--- src/logic/fts_pkg.sv ---
/*
 * shared constants for the ram-coefficient fir tap sequencer.
 * assumes a single core clock and a single-cycle data memory read.
 */
package fts_pkg;

	// ****************************************
	// widths
	// ****************************************
	localparam int DATA_W = 16;
	localparam int ADDR_W = 16;
	localparam int ACC_W  = 32;
	localparam int CNT_W  = 8;
	localparam int ASEL_W = 2;
	localparam int PTR_W  = 3;

	// ****************************************
	// timing
	// ****************************************
	localparam int TAP_CYCLES = 2;

	// ****************************************
	// reset values and address step
	// ****************************************
	localparam logic [ACC_W-1:0]  ACC_RST  = 32'h0000_0000;
	localparam logic [ADDR_W-1:0] ADDR_RST = 16'h0000;
	localparam logic [CNT_W-1:0]  CNT_RST  = 8'h00;
	localparam logic [ADDR_W-1:0] ONE_ADDR = 16'h0001;

	typedef enum logic [1:0] {
		FTS_IDLE  = 2'b00,
		FTS_COEF  = 2'b01,
		FTS_SAMP  = 2'b10,
		FTS_WRITE = 2'b11
	} fts_state_t;

endpackage

--- src/logic/fts_fir_seq.sv ---
/*
 * fir tap sequencer: runs repeat-prefixed fir taps with coefficients and
 * samples both read from data memory, 32-bit accumulation.
 * assumes the sequencer supplies the two pointer values and a circular
 * buffer span, and that data memory returns read data in the same cycle
 * as the registered address.
 */
`timescale 1ns/1ns

// Function
// [RULE_01] both coefficient and sample of every tap come from data memory.
// [RULE_02] the even pointer addresses coefficients first, its odd partner samples second.
// [RULE_03] software always issues the filter under a repeat prefix whose count sets the taps.
// [RULE_04] each tap multiplies a 16-bit coefficient by a 16-bit sample read indirectly.
// [RULE_05] products sum into 32 bits and the sample pointer wraps circularly.
// [RULE_06] each tap takes two instruction cycles.
// [RULE_07] software names only an even pointer; its odd partner is used implicitly.
// [RULE_08] interrupts are held pending while the filter runs.
// [RULE_09] a repeat count of zero still computes two taps.
// [RULE_10] the result goes to the selected accumulator with status flags untouched.
// [RULE_11] after the last tap the program counter advances by one and held interrupts resume.
module fts_fir_seq (
	input  wire logic                          clk_in,
	input  wire logic                          resetn_in,
	input  wire logic                          start_in,
	input  wire logic [fts_pkg::CNT_W-1:0]     repeat_prefix_in,
	input  wire logic [fts_pkg::ASEL_W-1:0]    accumulator_select_in,
	input  wire logic [fts_pkg::ADDR_W-1:0]    coef_ptr_in,
	input  wire logic [fts_pkg::ADDR_W-1:0]    samp_ptr_in,
	input  wire logic [fts_pkg::ADDR_W-1:0]    circ_base_in,
	input  wire logic [fts_pkg::ADDR_W-1:0]    circ_len_in,
	input  wire logic [fts_pkg::DATA_W-1:0]    mem_rdata_in,
	output logic      [fts_pkg::ADDR_W-1:0]    mem_addr_out,
	output logic                               mem_rd_out,
	output logic                               busy_out,
	output logic                               int_hold_out,
	output logic                               acc_we_out,
	output logic      [fts_pkg::ASEL_W-1:0]    acc_sel_out,
	output logic      [fts_pkg::ACC_W-1:0]     acc_data_out,
	output logic                               pc_inc_out,
	output logic                               flags_we_out
);

	// ****************************************
	// state
	// ****************************************
	fts_pkg::fts_state_t                state_q;
	logic [fts_pkg::CNT_W:0]            taps_q;
	logic [fts_pkg::ADDR_W-1:0]         coef_q;
	logic [fts_pkg::ADDR_W-1:0]         samp_q;
	logic [fts_pkg::DATA_W-1:0]         coef_word_q;
	logic [fts_pkg::ACC_W-1:0]          acc_q;
	logic [fts_pkg::ASEL_W-1:0]         sel_q;
	logic                               last_q;

	function automatic logic [fts_pkg::ADDR_W-1:0] circ_next(
		input logic [fts_pkg::ADDR_W-1:0] a,
		input logic [fts_pkg::ADDR_W-1:0] base,
		input logic [fts_pkg::ADDR_W-1:0] len
	);
		logic [fts_pkg::ADDR_W-1:0] n;
		n = a + fts_pkg::ONE_ADDR;
		if (n >= base + len) begin
			n = base;
		end
		return n;
	endfunction

	// signed 16x16 product, both operands sign-extended to 32 bits first
	function automatic logic [fts_pkg::ACC_W-1:0] mul16(
		input logic [fts_pkg::DATA_W-1:0] a,
		input logic [fts_pkg::DATA_W-1:0] b
	);
		logic [fts_pkg::ACC_W-1:0] wa;
		logic [fts_pkg::ACC_W-1:0] wb;
		wa = {{(fts_pkg::ACC_W-fts_pkg::DATA_W){a[fts_pkg::DATA_W-1]}}, a};
		wb = {{(fts_pkg::ACC_W-fts_pkg::DATA_W){b[fts_pkg::DATA_W-1]}}, b};
		return wa * wb;
	endfunction

	// a start request is taken only in idle
	function automatic logic launch(
		input fts_pkg::fts_state_t st,
		input logic                go
	);
		return (st == fts_pkg::FTS_IDLE) && go;
	endfunction

	// busy next cycle: set on launch, cleared by the write cycle
	function automatic logic busy_next(
		input fts_pkg::fts_state_t st,
		input logic                go
	);
		return (st == fts_pkg::FTS_IDLE) ? go : (st != fts_pkg::FTS_WRITE);
	endfunction

	// ****************************************
	// tap sequencing
	// ****************************************
	always_ff @(posedge clk_in or negedge resetn_in) begin
		if (!resetn_in) begin
			state_q <= fts_pkg::FTS_IDLE;
			taps_q  <= '0;
			last_q  <= 1'b0;
			sel_q   <= '0;
		end else begin
			unique case (state_q)
				fts_pkg::FTS_IDLE: begin
					if (start_in) begin
						state_q <= fts_pkg::FTS_COEF;
						// count n yields n+2 taps, so zero gives two
						taps_q  <= {1'b0, repeat_prefix_in} + 9'h001; // [RULE_09]
						sel_q   <= accumulator_select_in;
						last_q  <= 1'b0;
					end
				end
				fts_pkg::FTS_COEF: begin
					state_q <= fts_pkg::FTS_SAMP; // [RULE_06]
					last_q  <= (taps_q == '0);
				end
				fts_pkg::FTS_SAMP: begin
					if (last_q) begin
						state_q <= fts_pkg::FTS_WRITE;
					end else begin
						state_q <= fts_pkg::FTS_COEF;
						taps_q  <= taps_q - 9'h001;
					end
				end
				fts_pkg::FTS_WRITE: begin
					state_q <= fts_pkg::FTS_IDLE;
				end
			endcase
		end
	end

	// ****************************************
	// pointers and memory reads
	// ****************************************
	always_ff @(posedge clk_in or negedge resetn_in) begin
		if (!resetn_in) begin
			coef_q       <= fts_pkg::ADDR_RST;
			samp_q       <= fts_pkg::ADDR_RST;
			mem_addr_out <= fts_pkg::ADDR_RST;
			mem_rd_out   <= 1'b0;
		end else begin
			mem_rd_out <= 1'b0;
			if (launch(state_q, start_in)) begin
				// coefficient read from data memory first
				mem_addr_out <= coef_ptr_in; // [RULE_01] [RULE_02] [RULE_07]
				mem_rd_out   <= 1'b1;
				coef_q       <= coef_ptr_in + fts_pkg::ONE_ADDR;
				samp_q       <= samp_ptr_in;
			end else if (state_q == fts_pkg::FTS_COEF) begin
				// sample read via odd partner, circular
				mem_addr_out <= samp_q; // [RULE_01] [RULE_02]
				mem_rd_out   <= 1'b1;
				samp_q       <= circ_next(samp_q, circ_base_in, circ_len_in); // [RULE_05]
			end else if (state_q == fts_pkg::FTS_SAMP && !last_q) begin
				mem_addr_out <= coef_q; // [RULE_02]
				mem_rd_out   <= 1'b1;
				coef_q       <= coef_q + fts_pkg::ONE_ADDR;
			end
		end
	end

	// ****************************************
	// multiply and accumulate
	// ****************************************
	always_ff @(posedge clk_in or negedge resetn_in) begin
		if (!resetn_in) begin
			coef_word_q <= '0;
			acc_q       <= fts_pkg::ACC_RST;
		end else begin
			if (launch(state_q, start_in)) begin
				acc_q <= fts_pkg::ACC_RST;
			end else if (state_q == fts_pkg::FTS_COEF) begin
				coef_word_q <= mem_rdata_in;
			end else if (state_q == fts_pkg::FTS_SAMP) begin
				acc_q <= acc_q + mul16(coef_word_q, mem_rdata_in); // [RULE_04] [RULE_05]
			end
		end
	end

	// ****************************************
	// busy and interrupt hold
	// ****************************************
	always_ff @(posedge clk_in or negedge resetn_in) begin
		if (!resetn_in) begin
			busy_out     <= 1'b0;
			int_hold_out <= 1'b0;
		end else begin
			busy_out     <= busy_next(state_q, start_in);
			// interrupts stay pending for the whole run
			int_hold_out <= busy_next(state_q, start_in); // [RULE_08]
		end
	end

	// ****************************************
	// result write and program counter step
	// ****************************************
	always_ff @(posedge clk_in or negedge resetn_in) begin
		if (!resetn_in) begin
			acc_we_out   <= 1'b0;
			acc_sel_out  <= '0;
			acc_data_out <= fts_pkg::ACC_RST;
			pc_inc_out   <= 1'b0;
		end else begin
			acc_we_out   <= (state_q == fts_pkg::FTS_WRITE); // [RULE_10]
			// held interrupts are released with this step
			pc_inc_out   <= (state_q == fts_pkg::FTS_WRITE); // [RULE_11]
			if (state_q == fts_pkg::FTS_WRITE) begin
				acc_sel_out  <= sel_q; // [RULE_10]
				acc_data_out <= acc_q;
			end
		end
	end

	// ****************************************
	// status flags
	// ****************************************
	always_ff @(posedge clk_in or negedge resetn_in) begin
		if (!resetn_in) begin
			flags_we_out <= 1'b0;
		end else begin
			// the filter never writes status flags
			flags_we_out <= 1'b0; // [RULE_10]
		end
	end

endmodule

--- config.mk ---
export PLATFORM = sky130hd
export DESIGN_NAME = fts_fir_seq
export DESIGN_NICKNAME = d
export VERILOG_FILES = /design/src/logic/fts_pkg.sv /design/src/logic/fts_fir_seq.sv
export SDC_FILE = /design/constraint.sdc
export NUM_CORES = 1
export LEC_CHECK = 0
export BUFFER_PORTS_ARGS = -buffer_cell sky130_fd_sc_hd__buf_2
export CAP_MARGIN = 20
export CORE_ASPECT_RATIO = 1.5
export CORE_MARGIN = 2
export CORE_UTILIZATION = 38
export DETAILED_ROUTE_END_ITERATION = 16
export PLACE_DENSITY = 0.67
export SETUP_SLACK_MARGIN = 0.2
export SYNTH_ARGS = -nofsm -noshare
export SYNTH_HDL_FRONTEND = slang
export SYNTH_SLANG_ARGS = --single-unit
--- constraint.sdc ---
create_clock -name clk_in -period 6.61 [get_ports clk_in]
set_input_delay 1.322 -clock clk_in [delete_from_list [all_inputs] [get_ports clk_in]]
set_output_delay 1.322 -clock clk_in [all_outputs]
set_load 0.05 [all_outputs]
# Yosys cells after proc, flatten, opt, wreduce, memory -nomap -nowiden
# Cells that the tools add are included.
op_classes:
  add_sub_neg: 7
  mul: 1
  div_mod_pow: 0
  n_lt_le_gt_ge: 1
  n_eq_ne: 7
  shift: 0
  n_mux: 24
  n_bitwise: 1
  reduce_logical: 17
ops:
  columns: ["cell", "count"]
  rows:
  - ["$mux 16", 9]
  - ["$mux 32", 3]
  - ["$add 16x1->16 const B", 3]
  - ["$add 32x32->32", 1]
  - ["$mul 16x16->32", 1]
  - ["$mux 9", 2]
  - ["$pmux 9 s2", 1]
  - ["$add 16x16->16", 1]
  - ["$ge 16x16->1", 1]
  - ["$reduce_and 2->1", 5]
  - ["$reduce_bool 2->1", 5]
  - ["$add 8x1->9 const B", 1]
  - ["$logic_not 9->1", 1]
  - ["$sub 9x1->9 const B", 1]
  - ["$ne 2x2->1 const B", 4]
  - ["$pmux 2 s4", 1]
  - ["$mux 1", 5]
  - ["$eq 2x2->1 const B", 2]
  - ["$mux 2", 2]
  - ["$reduce_and 3->1", 1]
  - ["$reduce_bool 3->1", 1]
  - ["$eq 2x1->1 const B", 1]
  - ["$logic_and 1x1->1", 2]
  - ["$logic_not 2->1", 1]
  - ["other kinds (3)", 3]
totals:
  regBits: 147
  latch_bits: 0
  ram_bits: 0
  rom_bits: 0
  in_bits: 93
  out_inout_bits: 56
  memories: 0

# Logic depth before layout (Yosys ltp)
# Gate-level depths: netlist of the first run.
logic_depth:
  depth_word: 5
  mapped_depth: 24
  mapped_depth_nobuf: 23

# Worst setup path before layout of the first run
# No wires, ideal clock.
synth_timing:
  path_type: "input -> register"
  startpoint: "in mem_rdata_in[1] (netlist name)"
  endpoint: "reg acc_q[31] (netlist name)"
  arrival_ps: 7020
  slack_ps: -539
  cell_stages: 23
  path_cell_list: "clkbuf_1 -> nand2_1 -> inv_1 -> fa_1 -> inv_1 -> fa_1 -> inv_1 -> fa_1 -> fa_1 -> fa_1 -> inv_1 -> fa_1 -> inv_1 -> ha_1 -> a21o_1 -> a21o_1 -> a21oi_1 -> o21ai_1 -> a21oi_2 -> nor2_1 -> a2111oi_4 -> xnor2_1 -> o21ai_1"
synth_via:
  elab_chain_len: 5
synth_rtl:
  columns: ["item", "line_no", "text"]
  rows:
  - ["from (decl)", "fts_fir_seq.sv:32", "input wire logic [fts_pkg::DATA_W-1:0] mem_rdata_in,"]
  - ["$mul 16x16->32", "fts_fir_seq.sv:78", "return wa * wb;"]
  - ["$add 32x32->32", "fts_fir_seq.sv:179", "acc_q <= acc_q + mul16(coef_word_q, mem_rdata_in);"]
  - ["$mux 32", "fts_fir_seq.sv:178", "end else if (state_q == fts_pkg::FTS_SAMP) begin"]
  - ["$mux 32", "fts_fir_seq.sv:176", "end else if (state_q == fts_pkg::FTS_COEF) begin"]
  - ["$mux 32", "fts_fir_seq.sv:174", "if (launch(state_q, start_in)) begin"]
  - ["to (signal assigned)", "fts_fir_seq.sv:172", "acc_q <= fts_pkg::ACC_RST;"]
  - ["to (signal assigned)", "fts_fir_seq.sv:175", "acc_q <= fts_pkg::ACC_RST;"]
  - ["to (signal assigned)", "fts_fir_seq.sv:179", null]
  - ["to (decl)", "fts_fir_seq.sv:52", "logic [fts_pkg::ACC_W-1:0] acc_q;"]
# No other way between the ends. The select of a mux whose other input is x is not followed.
# A chain may end at the register's enable or synchronous reset.

# Worst setup path after layout of the first run
layout_timing:
  startpoint: "in mem_rdata_in[4] (netlist name)"
  endpoint: "reg acc_q[28] (netlist name)"
# The elaborated chain is that of the path after synthesis.

==> results of run 1 <==
[registers in the layout, indices dropped and copies added (netlist names)]
| register | flops |
|---|---|
| mem_rd_out | 1 |
| pc_inc_out | 1 |
| acc_sel_out | 2 |
| acc_q | 32 |
| int_hold_out | 1 |
| last_q | 1 |
| mem_addr_out | 16 |
| taps_q | 9 |
| state_q | 2 |
| coef_word_q | 16 |
| samp_q | 16 |
| coef_q | 16 |
| acc_data_out | 32 |
| sel_q | 2 |
[cell families (layout without fill, tap and decap cells)]
family                   count (synthesis)  after routing  share of synthesized area, %
flip-flops                             147            147                          19.6
other                                    1              1                        0.0200
XOR/XNOR                                72             72                          3.36
AND/OR/NAND/NOR                        573            573                          14.4
multiplexers                            57             57                          3.29
buffers and inverters                  439            652                          8.94
AO/OA/AOI/OAI                          290            290                          10.2
adder cells (fa/ha/maj)                426            426                          40.1
[worst max-delay path: stages]
cell     delay (ns)
buf_12         0.11
and2_4         0.15
fa_1           0.53
inv_1          0.06
fa_2           0.46
fa_1           0.57
inv_2          0.05
fa_1           0.52
fa_1           0.55
inv_2          0.05
fa_1           0.54
inv_2          0.06
ha_4           0.27
a21oi_4        0.15
o21a_1         0.15
a21o_1         0.15
o41ai_4        0.11
o21ai_4        0.25
nor3_2         0.07
or3_1          0.37
o31a_1         0.24
o21ai_1        0.11
[cells in the final DEF, fill, tap and decap left out, types with 25 or more instances in the layout]
cell type  synthesis  layout
inv_1            356     348
xnor2_1           47      45
o21ai_0           65      63
a22oi_1           34      34
ha_1             133     122
a21oi_1           59      53
nand2_1          261     253
xor2_1            25      25
buf_4              5     111
buf_2              8     136
nand3_1           31      30
dfrtp_1          147     147
fa_1             293     284
and2_1           125     120
nor2_1            80      76
mux2_2            33      33
[through the flow]
| stage | setup TNS [ns] | std cells |
|---|---|---|
| floorplan | 0 | 2005 |
| global placement | -2.32 | 2832 |
| detailed placement | -4.20 | 2832 |
| CTS | 0 | 2864 |
| global route | 0 | 2874 |
| finish | 0 | 2874 |
[final cells by class]
class	instances	share of cell area [%]
multi-input cells	1419	62.7
flip-flops and latches	147	16.8
repair buffers	263	7.88
inverters	357	6.14
well taps	656	3.75
clock buffers	19	2.02
clock inverters	13	0.748
[final timing paths]
kind | from | to | slack, ns
setup / recovery | mem_rdata_in[4] | acc_q[28] | 0.15
hold / removal | sel_q[0] | sel_q[0] | 0.47
setup reg to reg | coef_word_q[7] | acc_q[28] | 0.24
hold reg to reg | sel_q[0] | sel_q[0] | 0.47
max in group asynchronous | resetn_in | acc_q[0] | 4.63
min in group asynchronous | resetn_in | acc_data_out[21] | 0.88
[timing repair]
| item | 4_1_cts | 5_1_grt |
|---|---|---|
| setup endpoints to repair | 12 | 12 |
| gates cloned | 0 | 1 |
| gates resized for setup | 8 | 57 |
| pin swaps | 6 | 31 |
| setup buffers | 0 | 7 |
[metal layers]
metal / global-route usage [%] / up-vias / wire, um / share of wire, %
met1: 24.2 / 7570 / 19300 / 38
met2: 37.9 / 394 / 27100 / 53
li1: - / 6742 / - / -
met4: 8.85 / 4 / 1790 / 3.5
met3: 3.70 / 110 / 2590 / 5.1
met5: 0 / - / 27 / 0.053
==> flow_summary.yaml, run 1 <==
logic_synthesis:
  synthArstFlopShare_pct: 100
  synth_edf_count: 0
  synth-seq-cells: 147
  synth_most_common_cell: "inv_1"
  ys_seq_area_share_pct: 19.6
  syn_inst: 2005
  yosysTopAreaCell: "fa_1"
  synth_area_leaders: "fa_1 (31%), dfrtp_1 (20%), ha_1 (8.9%)"
  ys.flop_type: "dfrtp_1"
  syn_area_um2: 18800
  yosysTopAreaCellShare_pct: 31.3
  synth_warnings: 0
  syn_avg_cell_area_um2: 9.35
  synthTopCellsByCount: "inv_1 (356), fa_1 (293), nand2_1 (261)"
  syn_nets: 2524
  yosysUniqueCellTypes: 71
global_routing:
  grt_pass1_vias: 16460
  grt_max_degree: 67
  grt_first_pass_wirelength_um: 84700
  antenna_found_initial: 2
  globalRoute.totalOverflow: 0
  grt.total_usage_pct: 21.0
detailed_routing:
  drt_wl_total_um: 50800
  wl_per_cell_um: 17.7
  drtPass1Iterations: 5
  dr.first_iter.drc_count: 901
  drc_errors: 0
  vias_per_cell: 5.16
  drtAntennaViolNets: 0
  vias: 14820
floorplanning:
  fp.dieH_um: 276
  start_util_pct: 38.5
  dieArea_um2: 51200
  pin_count: 149
  core.rowCount: 99
  core_area_um2: 48700
  fp.dieW_um: 185
sta:
  max_freq_ghz: 0.155
  timing.final.hold_violations: 0
  relSlewSlack_pct: 50.4
  rsz0062_at_grt: "yes"
  hold_slack_ns: 0.473
  worst_slack_ns: 0.152
  worst_pin_slew_ns: 0.744
  min_period_ns: 6.46
  finalCritPeriodShare_pct: 97.7
  fin_worst_skew_ns: 0.0178
  setup_violations: 0
  maxSlewViolCount: 0
finish:
  seq_area_um2: 3680
  fillers: 4592
  area_growth_syn_to_layout_pct: 16.8
  fin_util_pct: 45.0
  antenna_cells: 0
  multi_input_area_um2: 13700
  nNetsFinal: 2724
  layout-drive-gt1-share_pct: 18.3
  final_cell_area_um2: 21900
worst_setup_path:
  cp.arrival_ns: 6.84
  cp-start-kind: "input pin"
  critPathKind: "in -> reg"
  crit_required_ns: 6.99
  r2r_cells: 21
  critPathMaxFanout: 5
  end_kind: "flip-flop"
cts:
  cts_tree: "yes"
  clockBufferDepth: 2
  cts_root_buf: "clkbuf_16"
  cts.sinks: 147
  htreeDepth: 4
  clock_latency_ns: 0.46
  cts_buffers: 17
  cts_hold_buf: 0
  path_clk_slew_ns: 0.07
place:
  port_buffers: 147
  gp_congestion: 0.885
  place_ws_ns: -0.405
  dpl.hpwl_um: 40900
  postPlaceCellArea_um2: 21000
flow_run:
  maxCapViolCount: 0
min_path:
  min_path_type: "reg -> reg"
  whs_path_depth: 2
status:
  outcome: "completed"
Power of run 1 is not shown: default switching activity piles up to over one toggle a cycle in this logic, so the estimate is an artifact.
==> run 2, diff against run 1 <==
--- a/config.mk
+++ b/config.mk
@@ -11,7 +11,8 @@
 export CORE_MARGIN = 2
 export CORE_UTILIZATION = 38
 export DETAILED_ROUTE_END_ITERATION = 16
-export PLACE_DENSITY = 0.67
+export PLACE_DENSITY = 0.65
+export RECOVER_POWER = 100
 export SETUP_SLACK_MARGIN = 0.2
 export SYNTH_ARGS = -nofsm -noshare
 export SYNTH_HDL_FRONTEND = slang
==> constraint.sdc (replaced) <==
create_clock -name clk_in -period 6.35 [get_ports clk_in]
set_input_delay 1.27 -clock clk_in [delete_from_list [all_inputs] [get_ports clk_in]]
set_output_delay 1.27 -clock clk_in [all_outputs]
set_load 0.05 [all_outputs]
==> flow_summary.yaml, run 2 (synthesis results as in run 1) <==
detailed_routing:
  vias_per_cell: 5.11
  vias: 14842
  drc_errors: 0
  drt_wl_total_um: 51300
  drtPass1Iterations: 6
  drtAntennaViolNets: 0
  wl_per_cell_um: 17.7
  dr.first_iter.drc_count: 806
place:
  gp_congestion: 0.867
  place_ws_ns: -0.452
  dpl.hpwl_um: 41200
  port_buffers: 147
worst_setup_path:
  cp-start-kind: "input pin"
  cp.depth: 21
  crit_required_ns: 6.68
  cp_cell_sequence: "buf_12 > and2_4 > fa_1 > inv_2 > fa_1 > fa_1 > inv_2 > fa_1 > fa_1 > inv_2 > fa_1 > inv_2 > ha_4 > nand3_4 > o41ai_4 > buf_4 > o211ai_1 > buf_4 > buf_6 > buf_6 > a32o_1"
  critPathMaxFanout: 6
  cp.arrival_ns: 6.62
  end_kind: "flip-flop"
  cp_num_buf_inv: 9
  crit_end: "acc_q[18]"
  r2r_end: "acc_q[18]"
  crit_family: "adder cells"
  cpMaxStageDelayCell: "fa_1"
  critPathLaunch: "mem_rdata_in[5]"
  reg2reg_slack_ns: 0.21
  r2r_cells: 21
  r2r-start: "coef_word_q[5]"
  critPathKind: "in -> reg"
  path_common_cell: "fa_1"
  crit_path_max_incr_delay_ns: 0.60
global_routing:
  globalRoute.totalOverflow: 0
  grt.total_usage_pct: 21.1
  grt_max_degree: 64
  antenna_found_initial: 1
  grt_pass1_vias: 16469
  grt_first_pass_wirelength_um: 85200
flow_run:
  maxCapViolCount: 4
sta:
  worst_slack_ns: 0.0602
  fin_worst_skew_ns: 0.0213
  hold_slack_ns: 0.488
  rsz0062_at_grt: "yes"
  maxSlewViolCount: 189
  timing.final.hold_violations: 0
  setup_violations: 0
  max_freq_ghz: 0.159
  min_period_ns: 6.29
  finalCritPeriodShare_pct: 99.1
  relSlewSlack_pct: -143
  worst_pin_slew_ns: 3.65
cts:
  cts.sinks: 147
  clock_latency_ns: 0.46
  cts_tree: "yes"
  cts_root_buf: "clkbuf_16"
  cts_buffers: 17
  path_clk_slew_ns: 0.07
  cts_hold_buf: 0
  clockBufferDepth: 2
  htreeDepth: 4
floorplanning:
  start_util_pct: 38.5
  pin_count: 149
  fp.dieW_um: 185
  fp.dieH_um: 276
  dieArea_um2: 51200
  core.rowCount: 99
  core_area_um2: 48700
finish:
  fin_util_pct: 45.8
  layout_commonest_cell: "inv_1"
  layout-drive-gt1-share_pct: 17.8
  top_regs: "acc_data_out: 32 flops, acc_q: 32 flops"
  nNetsFinal: 2752
  layout_common_cells: "inv_1 (335), fa_1 (283), nand2_1 (249), dfrtp_1 (147)"
  area_growth_syn_to_layout_pct: 18.8
status:
  outcome: "finished with violations"
  violations: "capacitance limit, slew limit"
min_path:
  min-delay-start: "sel_q[1]"
  min_path_type: "reg -> reg"
## run 2: worst min path at each step
| stage | endpoint | slack [ns] | depth (start not counted) |
|---|---|---|---|
| after floorplan | sel_q[0] | 0.44 | 2 |
| final | sel_q[1] | 0.49 | 2 |
| after detailed placement | sel_q[1] | 0.48 | 2 |
| after CTS | sel_q[1] | 0.49 | 2 |
| after global routing | acc_data_out[26] | 0.51 | 1 |
| after global placement | sel_q[0] | 0.46 | 2 |
## run 2: through the flow
stage                     TNS (ns)  cell area, um^2  instances
after floorplan            -0.0465            19000       2005
after global placement       -5.14            21100       2851
after detailed placement     -5.93            21100       2851
after CTS                        0            22000       2887
after global routing        -0.361            22300       2903
final                            0            22300       2903
## run 2: per-layer routing
metal  GRT usage, %  vias to the layer above  share of wire [%]  wire length (um)
met4           9.08                        0                3.8              1950
met3           3.57                      122                5.1              2620
met5              0                        -                  0                 0
met2           37.5                      427                 53             27300
li1               -                     6809                  -                 -
met1           24.6                     7484                 38             19400
## run 2: repair_timing
action / 4_1_cts / 5_1_grt
buffers inserted: 4 / 11
pin swaps: 25 / 60
gates resized for setup: 49 / 82
setup endpoints to repair: 14 / 16
gates cloned: 0 / 4
## run 2: worst reg2reg max path, delay by kind of cell (launching register included)
family,cells,cell delay (ns)
buffers and inverters,9,0.86
flip-flops,1,0.81
AO/OA/AOI/OAI,3,0.83
AND/OR/NAND/NOR,2,0.24
adder cells (fa/ha/maj),7,3.28
## run 2: cell type report
cell class | count | area [um^2]
clock inverter | 12 | 146
sequential | 147 | 3680
inverter | 357 | 1350
multi-input combinational | 1419 | 13900
tap | 656 | 821
clock buffer | 20 | 447
timing repair buffer | 291 | 1980
antenna | 1 | 2.50
fill | 4530 | 26400
Power of run 2 is left out for the same reason.
==> run 3, diff against run 2 <==
--- a/config.mk
+++ b/config.mk
@@ -11,7 +11,7 @@
 export CORE_MARGIN = 2
 export CORE_UTILIZATION = 38
 export DETAILED_ROUTE_END_ITERATION = 16
-export PLACE_DENSITY = 0.65
+export PLACE_DENSITY = 0.67
 export RECOVER_POWER = 100
 export SETUP_SLACK_MARGIN = 0.2
 export SYNTH_ARGS = -nofsm -noshare
==> constraint.sdc (replaced) <==
create_clock -name clk_in -period 5.7 [get_ports clk_in]
set_input_delay 1.14 -clock clk_in [delete_from_list [all_inputs] [get_ports clk_in]]
set_output_delay 1.14 -clock clk_in [all_outputs]
set_load 0.05 [all_outputs]
==> flow_summary.yaml, run 3 (synthesis results as in run 1) <==
status:
  outcome: "finished with violations"
  violations: "capacitance limit, slew limit, setup timing"
sta:
  rsz0062_at_grt: "yes"
  worst_slack_ns: -0.460
  tns_ns: -5.75
  fin_worst_skew_ns: 0.0150
  relSlewSlack_pct: -200
  maxSlewViolCount: 272
  min_period_ns: 6.16
  timing.final.hold_violations: 0
  setup_violations: 18
  hold_slack_ns: 0.482
  max_freq_ghz: 0.162
  finalCritPeriodShare_pct: 108
  worst_pin_slew_ns: 4.50
floorplanning:
  dieArea_um2: 51200
  start_util_pct: 38.5
  core_area_um2: 48700
  pin_count: 149
  core.rowCount: 99
  fp.dieH_um: 276
  fp.dieW_um: 185
cts:
  cts_root_buf: "clkbuf_16"
  cts_tree: "yes"
  cts.sinks: 147
  cts_hold_buf: 0
  cts_buffers: 17
  clock_latency_ns: 0.46
  htreeDepth: 4
  path_clk_slew_ns: 0.07
  clockBufferDepth: 2
finish:
  layout_commonest_cell: "inv_1"
  fin_util_pct: 46.8
  area_growth_syn_to_layout_pct: 21.4
  layout_common_cells: "inv_1 (334), fa_1 (278), nand2_1 (251), buf_4 (152), dfrtp_1 (146)"
  nNetsFinal: 2794
  top_regs: "acc_data_out: 32 flops, acc_q: 32 flops"
  layout-drive-gt1-share_pct: 20.2
  fillers: 4529
global_routing:
  grt.total_usage_pct: 21.0
  grt_max_degree: 76
  grt_first_pass_wirelength_um: 85600
  globalRoute.totalOverflow: 0
  grt_pass1_vias: 16758
  antenna_found_initial: 2
detailed_routing:
  drt_wl_total_um: 51300
  dr.first_iter.drc_count: 1003
  wl_met1_um: 19500
  vias: 15043
  drtAntennaViolNets: 0
  wl_met3_um: 2480
  drc_errors: 0
  top_layer: "met5"
  wl_met2_um: 27500
  vias_per_cell: 5.11
  drtPass1Iterations: 7
  wl_per_cell_um: 17.4
worst_setup_path:
  cp-start-kind: "input pin"
  critPathMaxFanout: 4
  cp.arrival_ns: 6.49
  critPathKind: "in -> reg"
  crit_required_ns: 6.03
  end_kind: "flip-flop"
flow_run:
  maxCapViolCount: 7
place:
  dpl.hpwl_um: 41500
  port_buffers: 147
  place_ws_ns: -0.968
  gp_congestion: 0.891
min_path:
  min_path_type: "reg -> reg"
run 3: area by class of cell:
class	count	area [um^2]	area share, %
timing repair buffer	333	2350	10.3
sequential	147	3680	16.2
multi-input combinational	1419	14000	61.3
clock buffer	18	439	1.93
inverter	357	1350	5.92
antenna	1	2.50	0.0110
clock inverter	14	166	0.731
tap	656	821	3.60
run 3: worst paths after layout:
path | startpoint | to | slack [ns] | depth (start not counted)
setup / recovery | mem_rdata_in[3] | acc_q[25] | -0.46 | 24
hold / removal | sel_q[1] | sel_q[1] | 0.48 | 2
setup reg to reg | coef_word_q[15] | acc_q[25] | -0.32 | 25
hold reg to reg | sel_q[1] | sel_q[1] | 0.48 | 2
max in group asynchronous | resetn_in | coef_word_q[5] | 0.51 | 1
min in group asynchronous | resetn_in | acc_data_out[20] | 2.26 | 1
run 3: critical path: stages:
cell,delay [ns]
buf_8,0.11
and2_4,0.15
fa_2,0.46
buf_4,0.16
fa_1,0.48
inv_1,0.05
fa_1,0.50
inv_1,0.05
fa_1,0.45
fa_1,0.51
inv_1,0.05
fa_1,0.47
inv_1,0.07
ha_4,0.22
a21o_1,0.15
a21o_1,0.22
a221oi_4,0.35
o21ai_4,0.12
buf_4,0.14
buf_4,0.13
nand2b_1,0.10
nand2_1,0.10
xnor2_2,0.19
o21ai_0,0.10
run 3: timing repair:
| action | 4_1_cts | 5_1_grt |
|---|---|---|
| setup buffers | 17 | 8 |
| endpoints found under the hold margin | 0 | 0 |
| gates resized for setup | 80 | 68 |
| pin swaps | 50 | 55 |
| cloned | 1 | 1 |
| endpoints found under the setup margin | 20 | 21 |
run 3: routing by layer:
| metal | global-route usage, % | vias to the layer above |
|---|---|---|
| li1 | - | 6898 |
| met1 | 23.9 | 7649 |
| met2 | 38.7 | 401 |
| met3 | 3.71 | 93 |
| met4 | 7.75 | 2 |
| met5 | 0 | - |
run 3: stage by stage:
stage          instance area, um^2  instances
2_1_floorplan                19200       2005
3_3_place_gp                 21500       2884
3_5_place_dp                 21600       2885
4_1_cts                      22600       2935
5_1_grt                      22800       2945
6_report                     22800       2945
Power of run 3 is left out for the same reason.
